--- config.mk ---
export PLATFORM = sky130hd
export DESIGN_NAME = ccpc_port_config
export DESIGN_NICKNAME = d
export VERILOG_FILES = /design/src/rtl/ccpc_pkg.sv /design/src/rtl/ccpc_port_config.sv
export SDC_FILE = /design/constraint.sdc
export NUM_CORES = 1
export LEC_CHECK = 0
export ABC_AREA = 0
export BUFFER_PORTS_ARGS = -buffer_cell sky130_fd_sc_hd__buf_2
export CAP_MARGIN = 20
export CORE_MARGIN = 2
export CORE_UTILIZATION = 42
export DETAILED_ROUTE_END_ITERATION = 8
export MAX_ROUTING_LAYER = met4
export SLEW_MARGIN = 20
export SYNTH_ARGS = -nofsm -noshare
export SYNTH_HDL_FRONTEND = slang
export SYNTH_SLANG_ARGS = --single-unit
--- constraint.sdc ---
create_clock -name core_clk -period 4.5 [get_ports core_clk]
set_input_delay 0.9 -clock core_clk [delete_from_list [all_inputs] [get_ports core_clk]]
set_output_delay 0.9 -clock core_clk [all_outputs]
set_load 0.01 [all_outputs]
--- src/rtl/ccpc_pkg.sv ---
// constants and carrier types for the per-port control channel configuration bank
package ccpc_pkg;

   // register offsets
   localparam logic [7:0] CCPC_PORT_SEL_OFS  = 8'h4C; // port select lives outside this bank
   localparam logic [7:0] CCPC_CC_CFG_OFS    = 8'h58; // control_channel_config
   localparam logic [7:0] CCPC_PATH_ONE_OFS  = 8'h59; // path_control_one
   localparam logic [7:0] CCPC_PATH_TWO_OFS  = 8'h5A; // path_control_two

   // control_channel_config fields
   localparam int CCPC_FWD_ALL_BIT  = 7;
   localparam int CCPC_FWD_DEC_BIT  = 6;
   localparam int CCPC_ACK_ALL_BIT  = 5;
   localparam int CCPC_FORCED_BIT   = 4;
   localparam int CCPC_CRC_BIT      = 3;
   localparam int CCPC_RATE_MSB     = 2;
   localparam int CCPC_RATE_LSB     = 0;

   // path_control_one fields
   localparam int CCPC_HOLD_BIT     = 7;
   localparam int CCPC_GPIO_MSB     = 1;
   localparam int CCPC_GPIO_LSB     = 0;

   // reset values; rate bits are replaced by the strap on power-up
   localparam logic [7:0] CCPC_CC_CFG_RST   = 8'h1E;
   localparam logic [7:0] CCPC_PATH_ONE_RST = 8'h00;
   localparam logic [7:0] CCPC_PATH_TWO_RST = 8'h00;

   // return link rate codes
   localparam logic [2:0] CCPC_RATE_2M5 = 3'h0;
   localparam logic [2:0] CCPC_RATE_10M = 3'h2;
   localparam logic [2:0] CCPC_RATE_25M = 3'h5;
   localparam logic [2:0] CCPC_RATE_50M = 3'h6;

   // timing: interval during which return-link errors are expected after a rate change
   localparam int CCPC_CLK_PERIOD_NS  = 20;
   localparam int CCPC_RATE_SETTLE_NS = 10000;
   localparam int CCPC_RATE_SETTLE_CYC = CCPC_RATE_SETTLE_NS / CCPC_CLK_PERIOD_NS;

   // register access request
   typedef struct packed {
      logic       wr;
      logic       rd;
      logic       remote; // 1: arrived over the side control channel
      logic [7:0] addr;
      logic [7:0] wdata;
   } ccpc_req_t;

   // per-port control outputs
   typedef struct packed {
      logic       forward_all;
      logic       forward_decode;
      logic       ack_uncond;
      logic       return_link_en;
      logic       crc_gen_en;
      logic [2:0] rate_sel;
      logic       rate_reserved;
      logic       settling;
      logic       hold_local;
      logic [1:0] gpio_count;
      logic [2:0] gpio_lines;
   } ccpc_port_ctrl_t;

endpackage

--- src/rtl/ccpc_port_config.sv ---
// per-receive-port control channel and forward path configuration registers
//
// Notes on behaviour
// - accesses reach the copy of the port named by the port select register
// - forward_all passes every local transaction to the serializer; resets to zero
// - forward_decode passes a transaction only when its address decode matches
// - ack_uncond acknowledges forwarded writes locally, otherwise remote answer is relayed
// - forced-on bit, reset one, keeps the return link enabled regardless
// - with forced-on clear, return link runs only if a pass-through bit is set
// - forced-on bit is writable only locally; control channel writes leave it
// - return link check generation follows its enable bit, which resets to one
// - rate field is loaded from the strap when the powerdown pin rises
// - rate codes: 000, 010, 101, 110 valid; others flagged reserved
// - after a rate change the return link may show errors for a while
// - hold bit blocks forward channel loading of path settings; resets to zero
// - gpio count code 00,01,10,11 means none, one, two, four lines
// - gpio count normally follows configuration from the remote serializer
// - a local gpio count write lasts only while the hold bit is one
`timescale 1ns/1ps
`default_nettype none
module ccpc_port_config
   import ccpc_pkg::*;
#(
   parameter int NUM_PORTS  = 2,
   parameter int SETTLE_CYC = CCPC_RATE_SETTLE_CYC,
   parameter int SEL_W      = (NUM_PORTS > 1) ? $clog2(NUM_PORTS) : 1
) (
   input  wire logic                              core_clk,
   input  wire logic                              rst,
   input  wire logic [SEL_W-1:0]                  port_sel,
   input  wire ccpc_req_t                         req,
   output logic                                   addr_hit,
   output logic                                   rd_valid,
   output logic [7:0]                             rd_data,
   input  wire logic                              powerdown_n_pin,
   input  wire logic [2:0]                        strap_rate,
   input  wire logic                              fc_valid,
   input  wire logic [SEL_W-1:0]                  fc_port,
   input  wire logic [1:0]                        fc_gpio_count,
   output ccpc_port_ctrl_t [NUM_PORTS-1:0]        port_ctrl
);

   localparam int CNT_W = $clog2(SETTLE_CYC + 1);

   generate
      if (NUM_PORTS < 1 || NUM_PORTS > (1 << SEL_W) || SETTLE_CYC < 1) begin : g_bad_cfg
         $error("ccpc_port_config: unsupported NUM_PORTS or SETTLE_CYC");
      end
   endgenerate

   logic [7:0]       cc_cfg_q   [NUM_PORTS];
   logic [7:0]       path_one_q [NUM_PORTS];
   logic [7:0]       path_two_q [NUM_PORTS];
   logic [CNT_W-1:0] settle_q   [NUM_PORTS];
   logic             pdn_q;
   logic             rd_valid_q;
   logic [7:0]       rd_data_q;

   // 0: none, 1: config, 2: path one, 3: path two; used by both read and write paths
   function automatic logic [1:0] reg_sel(input logic [7:0] a);
      case (a)
         CCPC_CC_CFG_OFS:   reg_sel = 2'h1;
         CCPC_PATH_ONE_OFS: reg_sel = 2'h2;
         CCPC_PATH_TWO_OFS: reg_sel = 2'h3;
         default:           reg_sel = 2'h0;
      endcase
   endfunction

   // gpio code to number of enabled lines
   function automatic logic [2:0] gpio_lines(input logic [1:0] c);
      case (c)
         2'h0:    gpio_lines = 3'h0;
         2'h1:    gpio_lines = 3'h1;
         2'h2:    gpio_lines = 3'h2;
         default: gpio_lines = 3'h4;
      endcase
   endfunction

   function automatic logic rate_is_reserved(input logic [2:0] r);
      rate_is_reserved = !(r == CCPC_RATE_2M5 || r == CCPC_RATE_10M || r == CCPC_RATE_25M || r == CCPC_RATE_50M);
   endfunction

   assign addr_hit = (reg_sel(req.addr) != 2'h0);

   // powerdown pin history for the strap capture edge
   always_ff @(posedge core_clk) begin
      if (rst) begin
         pdn_q <= 1'b0;
      end else begin
         pdn_q <= powerdown_n_pin;
      end
   end

   for (genvar p = 0; p < NUM_PORTS; p++) begin : g_port
      logic sel_me;
      logic cfg_wr;
      logic one_wr;
      logic rate_chg;
      assign sel_me   = (port_sel == SEL_W'(p));
      assign cfg_wr   = req.wr && sel_me && (reg_sel(req.addr) == 2'h1);
      assign one_wr   = req.wr && sel_me && (reg_sel(req.addr) == 2'h2);
      assign rate_chg = cfg_wr && (req.wdata[CCPC_RATE_MSB:CCPC_RATE_LSB] != cc_cfg_q[p][CCPC_RATE_MSB:CCPC_RATE_LSB]);

      // control channel config; a later write in the same cycle wins over the strap
      always_ff @(posedge core_clk) begin
         if (rst) begin
            cc_cfg_q[p] <= CCPC_CC_CFG_RST;
         end else begin
            if (powerdown_n_pin && !pdn_q) begin
               cc_cfg_q[p][CCPC_RATE_MSB:CCPC_RATE_LSB] <= strap_rate;
            end
            if (cfg_wr) begin
               cc_cfg_q[p][7:5] <= req.wdata[7:5];
               cc_cfg_q[p][3:0] <= req.wdata[3:0];
               // while the forced-on bit is set, remote masters cannot switch the return link off behind the host's back
               if (!req.remote) begin
                  cc_cfg_q[p][CCPC_FORCED_BIT] <= req.wdata[CCPC_FORCED_BIT];
               end
            end
         end
      end

      // path control one; the forward channel overrides a local gpio write unless held
      always_ff @(posedge core_clk) begin
         if (rst) begin
            path_one_q[p] <= CCPC_PATH_ONE_RST;
         end else begin
            if (one_wr) begin
               path_one_q[p] <= req.wdata;
            end
            if (fc_valid && fc_port == SEL_W'(p) && !path_one_q[p][CCPC_HOLD_BIT]) begin
               path_one_q[p][CCPC_GPIO_MSB:CCPC_GPIO_LSB] <= fc_gpio_count;
            end
         end
      end

      // path control two holds reserved bits only
      always_ff @(posedge core_clk) begin
         if (rst) begin
            path_two_q[p] <= CCPC_PATH_TWO_RST;
         end else if (req.wr && sel_me && reg_sel(req.addr) == 2'h3) begin
            path_two_q[p] <= req.wdata;
         end
      end

      // settle window after a rate change; consumers mask return-link errors meanwhile
      always_ff @(posedge core_clk) begin
         if (rst) begin
            settle_q[p] <= '0;
         end else if (rate_chg) begin
            settle_q[p] <= CNT_W'(SETTLE_CYC);
         end else if (settle_q[p] != '0) begin
            settle_q[p] <= settle_q[p] - CNT_W'(1);
         end
      end

      // outputs decoded from the stored copies
      always_comb begin
         port_ctrl[p].forward_all    = cc_cfg_q[p][CCPC_FWD_ALL_BIT];
         port_ctrl[p].forward_decode = cc_cfg_q[p][CCPC_FWD_DEC_BIT];
         port_ctrl[p].ack_uncond     = cc_cfg_q[p][CCPC_ACK_ALL_BIT];
         port_ctrl[p].return_link_en = cc_cfg_q[p][CCPC_FORCED_BIT]
                                     | cc_cfg_q[p][CCPC_FWD_ALL_BIT]
                                     | cc_cfg_q[p][CCPC_FWD_DEC_BIT];
         port_ctrl[p].crc_gen_en     = cc_cfg_q[p][CCPC_CRC_BIT];
         port_ctrl[p].rate_sel       = cc_cfg_q[p][CCPC_RATE_MSB:CCPC_RATE_LSB];
         // 010 is treated as the 10 Mbps code, not reserved
         port_ctrl[p].rate_reserved  = rate_is_reserved(cc_cfg_q[p][CCPC_RATE_MSB:CCPC_RATE_LSB]);
         port_ctrl[p].settling       = (settle_q[p] != '0);
         port_ctrl[p].hold_local     = path_one_q[p][CCPC_HOLD_BIT];
         port_ctrl[p].gpio_count     = path_one_q[p][CCPC_GPIO_MSB:CCPC_GPIO_LSB];
         port_ctrl[p].gpio_lines     = gpio_lines(path_one_q[p][CCPC_GPIO_MSB:CCPC_GPIO_LSB]);
      end
   end

   // read path: one cycle latency, unmapped offsets or ports read zero
   always_ff @(posedge core_clk) begin
      if (rst) begin
         rd_valid_q <= 1'b0;
         rd_data_q  <= 8'h00;
      end else begin
         rd_valid_q <= req.rd;
         if (req.rd) begin
            rd_data_q <= 8'h00;
            for (int i = 0; i < NUM_PORTS; i++) begin
               if (port_sel == SEL_W'(i)) begin
                  case (reg_sel(req.addr))
                     2'h1:    rd_data_q <= cc_cfg_q[i];
                     2'h2:    rd_data_q <= path_one_q[i];
                     2'h3:    rd_data_q <= path_two_q[i];
                     default: rd_data_q <= 8'h00;
                  endcase
               end
            end
         end
      end
   end

   assign rd_valid = rd_valid_q;
   assign rd_data  = rd_data_q;

   // ---- checks ----
   logic wr0_cfg_local;
   logic wr0_cfg_any;
   assign wr0_cfg_any   = req.wr && port_sel == SEL_W'(0) && req.addr == CCPC_CC_CFG_OFS;
   assign wr0_cfg_local = wr0_cfg_any && !req.remote;

   property p_route_port0;
      @(posedge core_clk) disable iff (rst)
      wr0_cfg_local |=> port_ctrl[0].forward_all == $past(req.wdata[7])
                     && port_ctrl[0].ack_uncond == $past(req.wdata[5]);
   endproperty
   a_route_port0: assert property (p_route_port0) else $error("port 0 config write not applied");

   property p_other_port_kept;
      @(posedge core_clk) disable iff (rst)
      (NUM_PORTS > 1 && wr0_cfg_any) |=> $stable(cc_cfg_q[NUM_PORTS-1][7:3]);
   endproperty
   a_other_port_kept: assert property (p_other_port_kept) else $error("write leaked to other port");

   property p_link_off;
      @(posedge core_clk) disable iff (rst)
      (wr0_cfg_local && req.wdata[7:6] == 2'h0 && !req.wdata[4]) |=> !port_ctrl[0].return_link_en;
   endproperty
   a_link_off: assert property (p_link_off) else $error("return link enabled with all enables clear");

   property p_link_pass;
      @(posedge core_clk) disable iff (rst)
      (wr0_cfg_local && req.wdata[6] && !req.wdata[4]) |=> port_ctrl[0].return_link_en;
   endproperty
   a_link_pass: assert property (p_link_pass) else $error("return link off with pass-through set");

   property p_remote_forced;
      @(posedge core_clk) disable iff (rst)
      (wr0_cfg_any && req.remote) |=> cc_cfg_q[0][CCPC_FORCED_BIT] == $past(cc_cfg_q[0][CCPC_FORCED_BIT]);
   endproperty
   a_remote_forced: assert property (p_remote_forced) else $error("remote write changed forced-on bit");

   property p_reset_vals;
      @(posedge core_clk) $fell(rst) |-> port_ctrl[0].crc_gen_en && port_ctrl[0].return_link_en
                                     && !port_ctrl[0].forward_all && !port_ctrl[0].hold_local;
   endproperty
   a_reset_vals: assert property (p_reset_vals) else $error("wrong reset values");

   property p_strap;
      @(posedge core_clk) disable iff (rst)
      (powerdown_n_pin && !pdn_q && !wr0_cfg_any) |=> port_ctrl[0].rate_sel == $past(strap_rate);
   endproperty
   a_strap: assert property (p_strap) else $error("strap rate not captured");

   property p_settle;
      @(posedge core_clk) disable iff (rst)
      (wr0_cfg_any && req.wdata[2:0] != port_ctrl[0].rate_sel) |=> port_ctrl[0].settling [*8];
   endproperty
   a_settle: assert property (p_settle) else $error("settle window missing after rate change");

   property p_hold_blocks;
      @(posedge core_clk) disable iff (rst)
      (port_ctrl[0].hold_local && fc_valid && fc_port == SEL_W'(0)
       && !(req.wr && port_sel == SEL_W'(0) && req.addr == CCPC_PATH_ONE_OFS)) |=> $stable(port_ctrl[0].gpio_count);
   endproperty
   a_hold_blocks: assert property (p_hold_blocks) else $error("forward channel overwrote held gpio count");

   property p_fc_load;
      @(posedge core_clk) disable iff (rst)
      (!port_ctrl[0].hold_local && fc_valid && fc_port == SEL_W'(0)) |=> port_ctrl[0].gpio_count == $past(fc_gpio_count);
   endproperty
   a_fc_load: assert property (p_fc_load) else $error("forward channel gpio count not loaded");

   property p_read_two;
      @(posedge core_clk) disable iff (rst)
      (req.rd && port_sel == SEL_W'(0) && req.addr == CCPC_PATH_TWO_OFS)
      |=> rd_valid && rd_data == $past(path_two_q[0]); // a write in the read cycle is not yet seen
   endproperty
   a_read_two: assert property (p_read_two) else $error("read data wrong");

   property p_cov_rate;
      @(posedge core_clk) disable iff (rst) wr0_cfg_local ##1 port_ctrl[0].settling;
   endproperty
   c_cov_rate: cover property (p_cov_rate);

   property p_cov_hold;
      @(posedge core_clk) disable iff (rst) port_ctrl[0].hold_local && fc_valid;
   endproperty
   c_cov_hold: cover property (p_cov_hold);

   property p_cov_remote;
      @(posedge core_clk) disable iff (rst) wr0_cfg_any && req.remote;
   endproperty
   c_cov_remote: cover property (p_cov_remote);

   // every read strobe is answered exactly one cycle later, and nothing else raises the strobe
   property p_rd_pulse;
      @(posedge core_clk) disable iff (rst)
      rd_valid == $past(req.rd);
   endproperty
   a_rd_pulse: assert property (p_rd_pulse) else $error("read strobe not answered in one cycle");

   // the top gpio code enables four lines, not three
   property p_lines_four;
      @(posedge core_clk) disable iff (rst)
      port_ctrl[0].gpio_count == 2'h3 |-> port_ctrl[0].gpio_lines == 3'h4;
   endproperty
   a_lines_four: assert property (p_lines_four) else $error("gpio code 11 must enable four lines");

   property p_cov_strap;
      @(posedge core_clk) disable iff (rst) powerdown_n_pin && !pdn_q;
   endproperty
   c_cov_strap: cover property (p_cov_strap);

endmodule
`default_nettype wire

; ---- Word-level counts from Yosys, hierarchy flattened
; Memory sizes are Yosys's and may differ from the RTL's.
; Cells that the tools add are included.
[word_totals]
ff_bits = 10
mem_count = 4
word_cells = 175
input_bits = 30
ramBits = 66
[memory_table]
columns = name, words, width, read_ports, rd_clocked_by_memory_dff, write_ports, line_no
row1 = settle_q, 2, 9, 2, 0, 2, ccpc_port_config.sv:54  ; logic [CNT_W-1:0] settle_q [NUM_PORTS];
row2 = cc_cfg_q, 2, 8, 2, 0, 2, ccpc_port_config.sv:51  ; logic [7:0] cc_cfg_q [NUM_PORTS];
row3 = path_one_q, 2, 8, 2, 0, 2, ccpc_port_config.sv:52  ; logic [7:0] path_one_q [NUM_PORTS];
row4 = path_two_q, 2, 8, 2, 0, 2, ccpc_port_config.sv:53  ; logic [7:0] path_two_q [NUM_PORTS];
[op_classes]
n_addsub = 2
eq_ne = 24
mux = 83
n_reduce_logical = 33
n_bitwise = 26
[ops]
columns = operator, n
row1 = $mux W1, 54
row2 = $pmux W8 S3, 2
row3 = $mux W8, 5
row4 = $mux W9, 4
row5 = $eq A8 B7 Y1 const B, 3
row6 = $or A1 B1 Y1, 24
row7 = $mux W2, 9
row8 = $mux W3, 6
row9 = $pmux W3 S3, 2
row10 = $reduce_bool A9 Y1, 2
row11 = $sub A9 B1 Y9 const B, 2
row12 = $eq A2 B2 Y1 const B, 8
row13 = $logic_and A1 B1 Y1, 15
row14 = $eq A3 B3 Y1 const B, 4
row15 = $eq A2 B1 Y1 const B, 5
row16 = $eq A3 B2 Y1 const B, 2
row17 = $logic_not A3 Y1, 2
row18 = $logic_or A1 B1 Y1, 6
row19 = $ne A3 B3 Y1, 2
row20 = $pmux W2 S3, 1
row21 = $logic_not A1 Y1, 5
row22 = $logic_not A2 Y1, 2
row23 = $not A1 Y1, 2
row24 = $reduce_bool A2 Y1, 1

; ---- Depth between registers and ports, before layout
[logic_depth]
depth_word = 10
mapped_depth = 6
ltp_nobuf = 6

; ---- Least setup slack after synthesis
; OpenSTA, ideal clock, no wires.
[synth_timing]
path_kind = input-to-reg
startpoint = in req[15] (netlist name)
endpoint = mem path_two_q[1][0] (enable)
required_time_ns = 4.116
cell_stages = 5
arrival_ns = 2.355
setup_time_ns = 0.384
path_slack_ns = 1.761
path_cell_list = nand2b_1 > nor2_1 > buf_2 > nand2_1 > o21ai_0
[synth_rtl]
columns = item, line_no
row1 = "start, declared", ccpc_port_config.sv:31  ; input wire ccpc_req_t req,
row2 = "end, declared", ccpc_port_config.sv:53

; ---- Worst setup path after layout
[layout_timing]
startpoint = in req[15] (netlist name)
endpoint = out addr_hit
[layout_between]
elab_chain_cells = 3
elab_cells_between_ends = 5
classes_between = eq/ne: 3 / mux: 1 / reduce/logical: 1
[layout_lines]
columns = item, line_no
row1 = $eq A8 B7 Y1, ccpc_port_config.sv:61  ; case (a)
row2 = $pmux W2 S3 *, ccpc_port_config.sv:61
row3 = $reduce_bool A2 Y1 *, ccpc_port_config.sv:83  ; assign addr_hit = (reg_sel(req.addr) != 2'h0);
row4 = "end, declared", ccpc_port_config.sv:32  ; output logic addr_hit,
; Mark *: on every way between the ends. The rest lies on a longest branch, timed or not.

==> flow_summary.toml <==
[worst_setup_path]
cp-end-kind = "primary output"
worstPathArrival_ps = 2060
setup.worst_path.start_class = "input pin"
path_max_fanout = 7
path_class = "input pin to primary output"
crit_required_ps = 3600

[placement]
dp_cells = 564
place.gp.congestion = 0.844
place_hpwl_microns = 7340
io_buffers = 71

[run]
maxCapViolCount = 0

[clock_tree]
post_cts_buffers = 0
ctsHtreeMaxLevel = 3
cts_resized = 0
numCtsBuffers = 9
clock_sinks = 76
clk_pin_slew_ps = 80
holdBufCountCts = 0
cts_tree = "yes"
ctsLongestPathBuffers = 2
clk_latency_ps = 360
cts_root_buffer = "clkbuf_8"

[drt]
drc = 0
drt_pass1_iterations = 4
vias_per_cell = 5.25
ant_nets = 0
drt_iter0_markers = 199
wl_per_cell_microns = 16.7
via_count = 3045
wirelength_microns = 9710

[logic_synthesis]
syn-num-nets = 426
ys_types = 54
syn_area_sq_mm = 0.00420
synth_area_per_cell_sq_um = 10.6
synth_area_leader_cell = "edfxtp_1"
postSynth.asyncResetShare_pct = 0
synth_edf_count = 66
synth_top_cell_area_share_pct = 47.2
yosysSeqAreaShare_pct = 52.0
yosys_most_used_dff = "edfxtp_1"
netlist_instances = 394
synth.most_common_cell = "edfxtp_1"
synth.area.top_cells = "edfxtp_1, and2_1, dfxtp_1"
yosys_register_bits = 76
yosysWarnings = 0
synthTopCellsByCount = "edfxtp_1, nand2_1, and2_1"

[floorplan]
std_cell_rows = 36
dieArea_sq_mm = 0.0108
die_w_microns = 104
initial_core_util_pct = 43.1
io_pins = 72
coreArea_sq_mm = 0.00973
die_h_microns = 104

[cells_and_area]
nFillCells = 940
nNetsFinal = 474
final_core_util_pct = 48.6
final_cells = 580
area_growth_pct = 12.6
drive_gt1_share_pct = 22.4
antennaDiodeCount = 0

[timing]
fin_crit_sh_pct = 65.8
worst_pin_slew_ps = 938
final.min_clock_period_ps = 2960
max_slew_margin_pct = 36.8
finalHoldViolCount = 0
finalClockSkew_ps = 10.8
slew_viol_final = 0
setup_viol = 0
rsz0062_at_grt = "false"
whs_ps = 452
finalSetupTns_ps = 0
fmaxAchievable_ghz = 0.338

[power]
p_int_uw = 1370
leakage_uw = 0.00182
p_per_area_mw_per_mm2 = 412
p_sw_uw = 573
ir_drop_uv = 251
combinationalPowerShare_pct = 21.1
p_clk_share_pct = 29.5
seq_power_share_pct = 49.5
sw_frac_of_total_pct = 29.5
finalPower_uw = 1950

[global_routing]
grt_remaining_overflow = 0
grt_pass1_vias = 2914
grt_start_max_net_pins = 23
track_usage_pct = 19.0
antenna_found_initial = 0
grt_first_pass_wirelength_microns = 15500

[status]
status = "completed"

[hold_path]
min_path_type = "register to register"
[worst max-delay path: stages]
cell and delay (ps):
buf_2 90, nand2b_1 300, or2_0 440, a21oi_1 180, buf_2 150
[per-layer routing]
metal  share of wire [%]  track usage (%)
met5                   0                -
met4                0.78             5.21
met3                 6.4             4.39
met2                  48             29.0
met1                  45             25.6
[power by group through the flow]
stage / clock [uW] / sequential, uW / combinational [uW]
final: 574 / 963 / 410
after global placement: 0 / 976 / 403
after floorplan: 0 / 952 / 324
after CTS: 581 / 962 / 413
after detailed placement: 0 / 978 / 409
after global routing: 610 / 978 / 468
[per-stage QoR]
step | setup WS, ps | instance area (sq um)
2_1_floorplan | 1760 | 4200
3_5_place_dp | 1330 | 4510
5_1_grt | 1420 | 4720
4_1_cts | 1530 | 4720
6_report | 1540 | 4720
3_3_place_gp | 1400 | 4510
[path summary, 6_finish.rpt]
check / from / to / slack [ps] / depth (start not counted)
worst max-delay path: req[15] / addr_hit / 1540 / 5
worst min register to register: rd_data[0] / rd_data[0] / 450 / 2
worst min-delay path: rd_data[0] / rd_data[0] / 450 / 2
worst max register to register: settle_q[1][2] / settle_q[1][6] / 2460 / 3
[layout by cell type (no fill, tap or decap), types with 3 or more instances in the layout]
cell       n
mux2i_1    9
a22o_1     3
o211ai_1   4
a32o_1     3
and2_1    37
dfxtp_1   10
buf_2     71
nor4b_1    4
o21ai_0   27
or3_1      4
edfxtp_1  66
xor2_1     9
nand3_1    3
clkbuf_8   9
a22oi_1   11
nand4_1    3
nor2_1    21
nor2b_1    9
o311a_1    3
a21oi_1   14
nor3_1     7
nand3b_1   6
inv_1     12
xnor2_1   11
nand2_1   40
nand2b_1   9
[state kept, by name (all words and copies together), names as in the netlist]
register,cells
settle_q,18
cc_cfg_q,16
path_one_q,16
path_two_q,16
rd_data,8
pdn_q,1
rd_valid,1
[kinds of logic after synthesis]
kind of cell | after synthesis | synth area share, %
adders and majority gates | 2 | 0.596
and+or+nand+nor | 163 | 22.8
muxes | 9 | 2.15
buffers and inverters | 49 | 6.50
AOI/OAI and AO/OA | 75 | 11.8
DFF | 76 | 52.0
xor gates and xnor gates | 20 | 4.18
[final cells by class]
cell class	instances	area (sq um)	area share (%)
multi-input cells	269	1740	36.8
repair buffers	73	370	7.84
inverters	13	48.8	1.03
well taps	133	166	3.52
clock buffers	10	128	2.70
clock inverters	6	88.8	1.88
flip-flops and latches	76	2180	46.2
No activity file was read; power rests on OpenSTA's default activity.
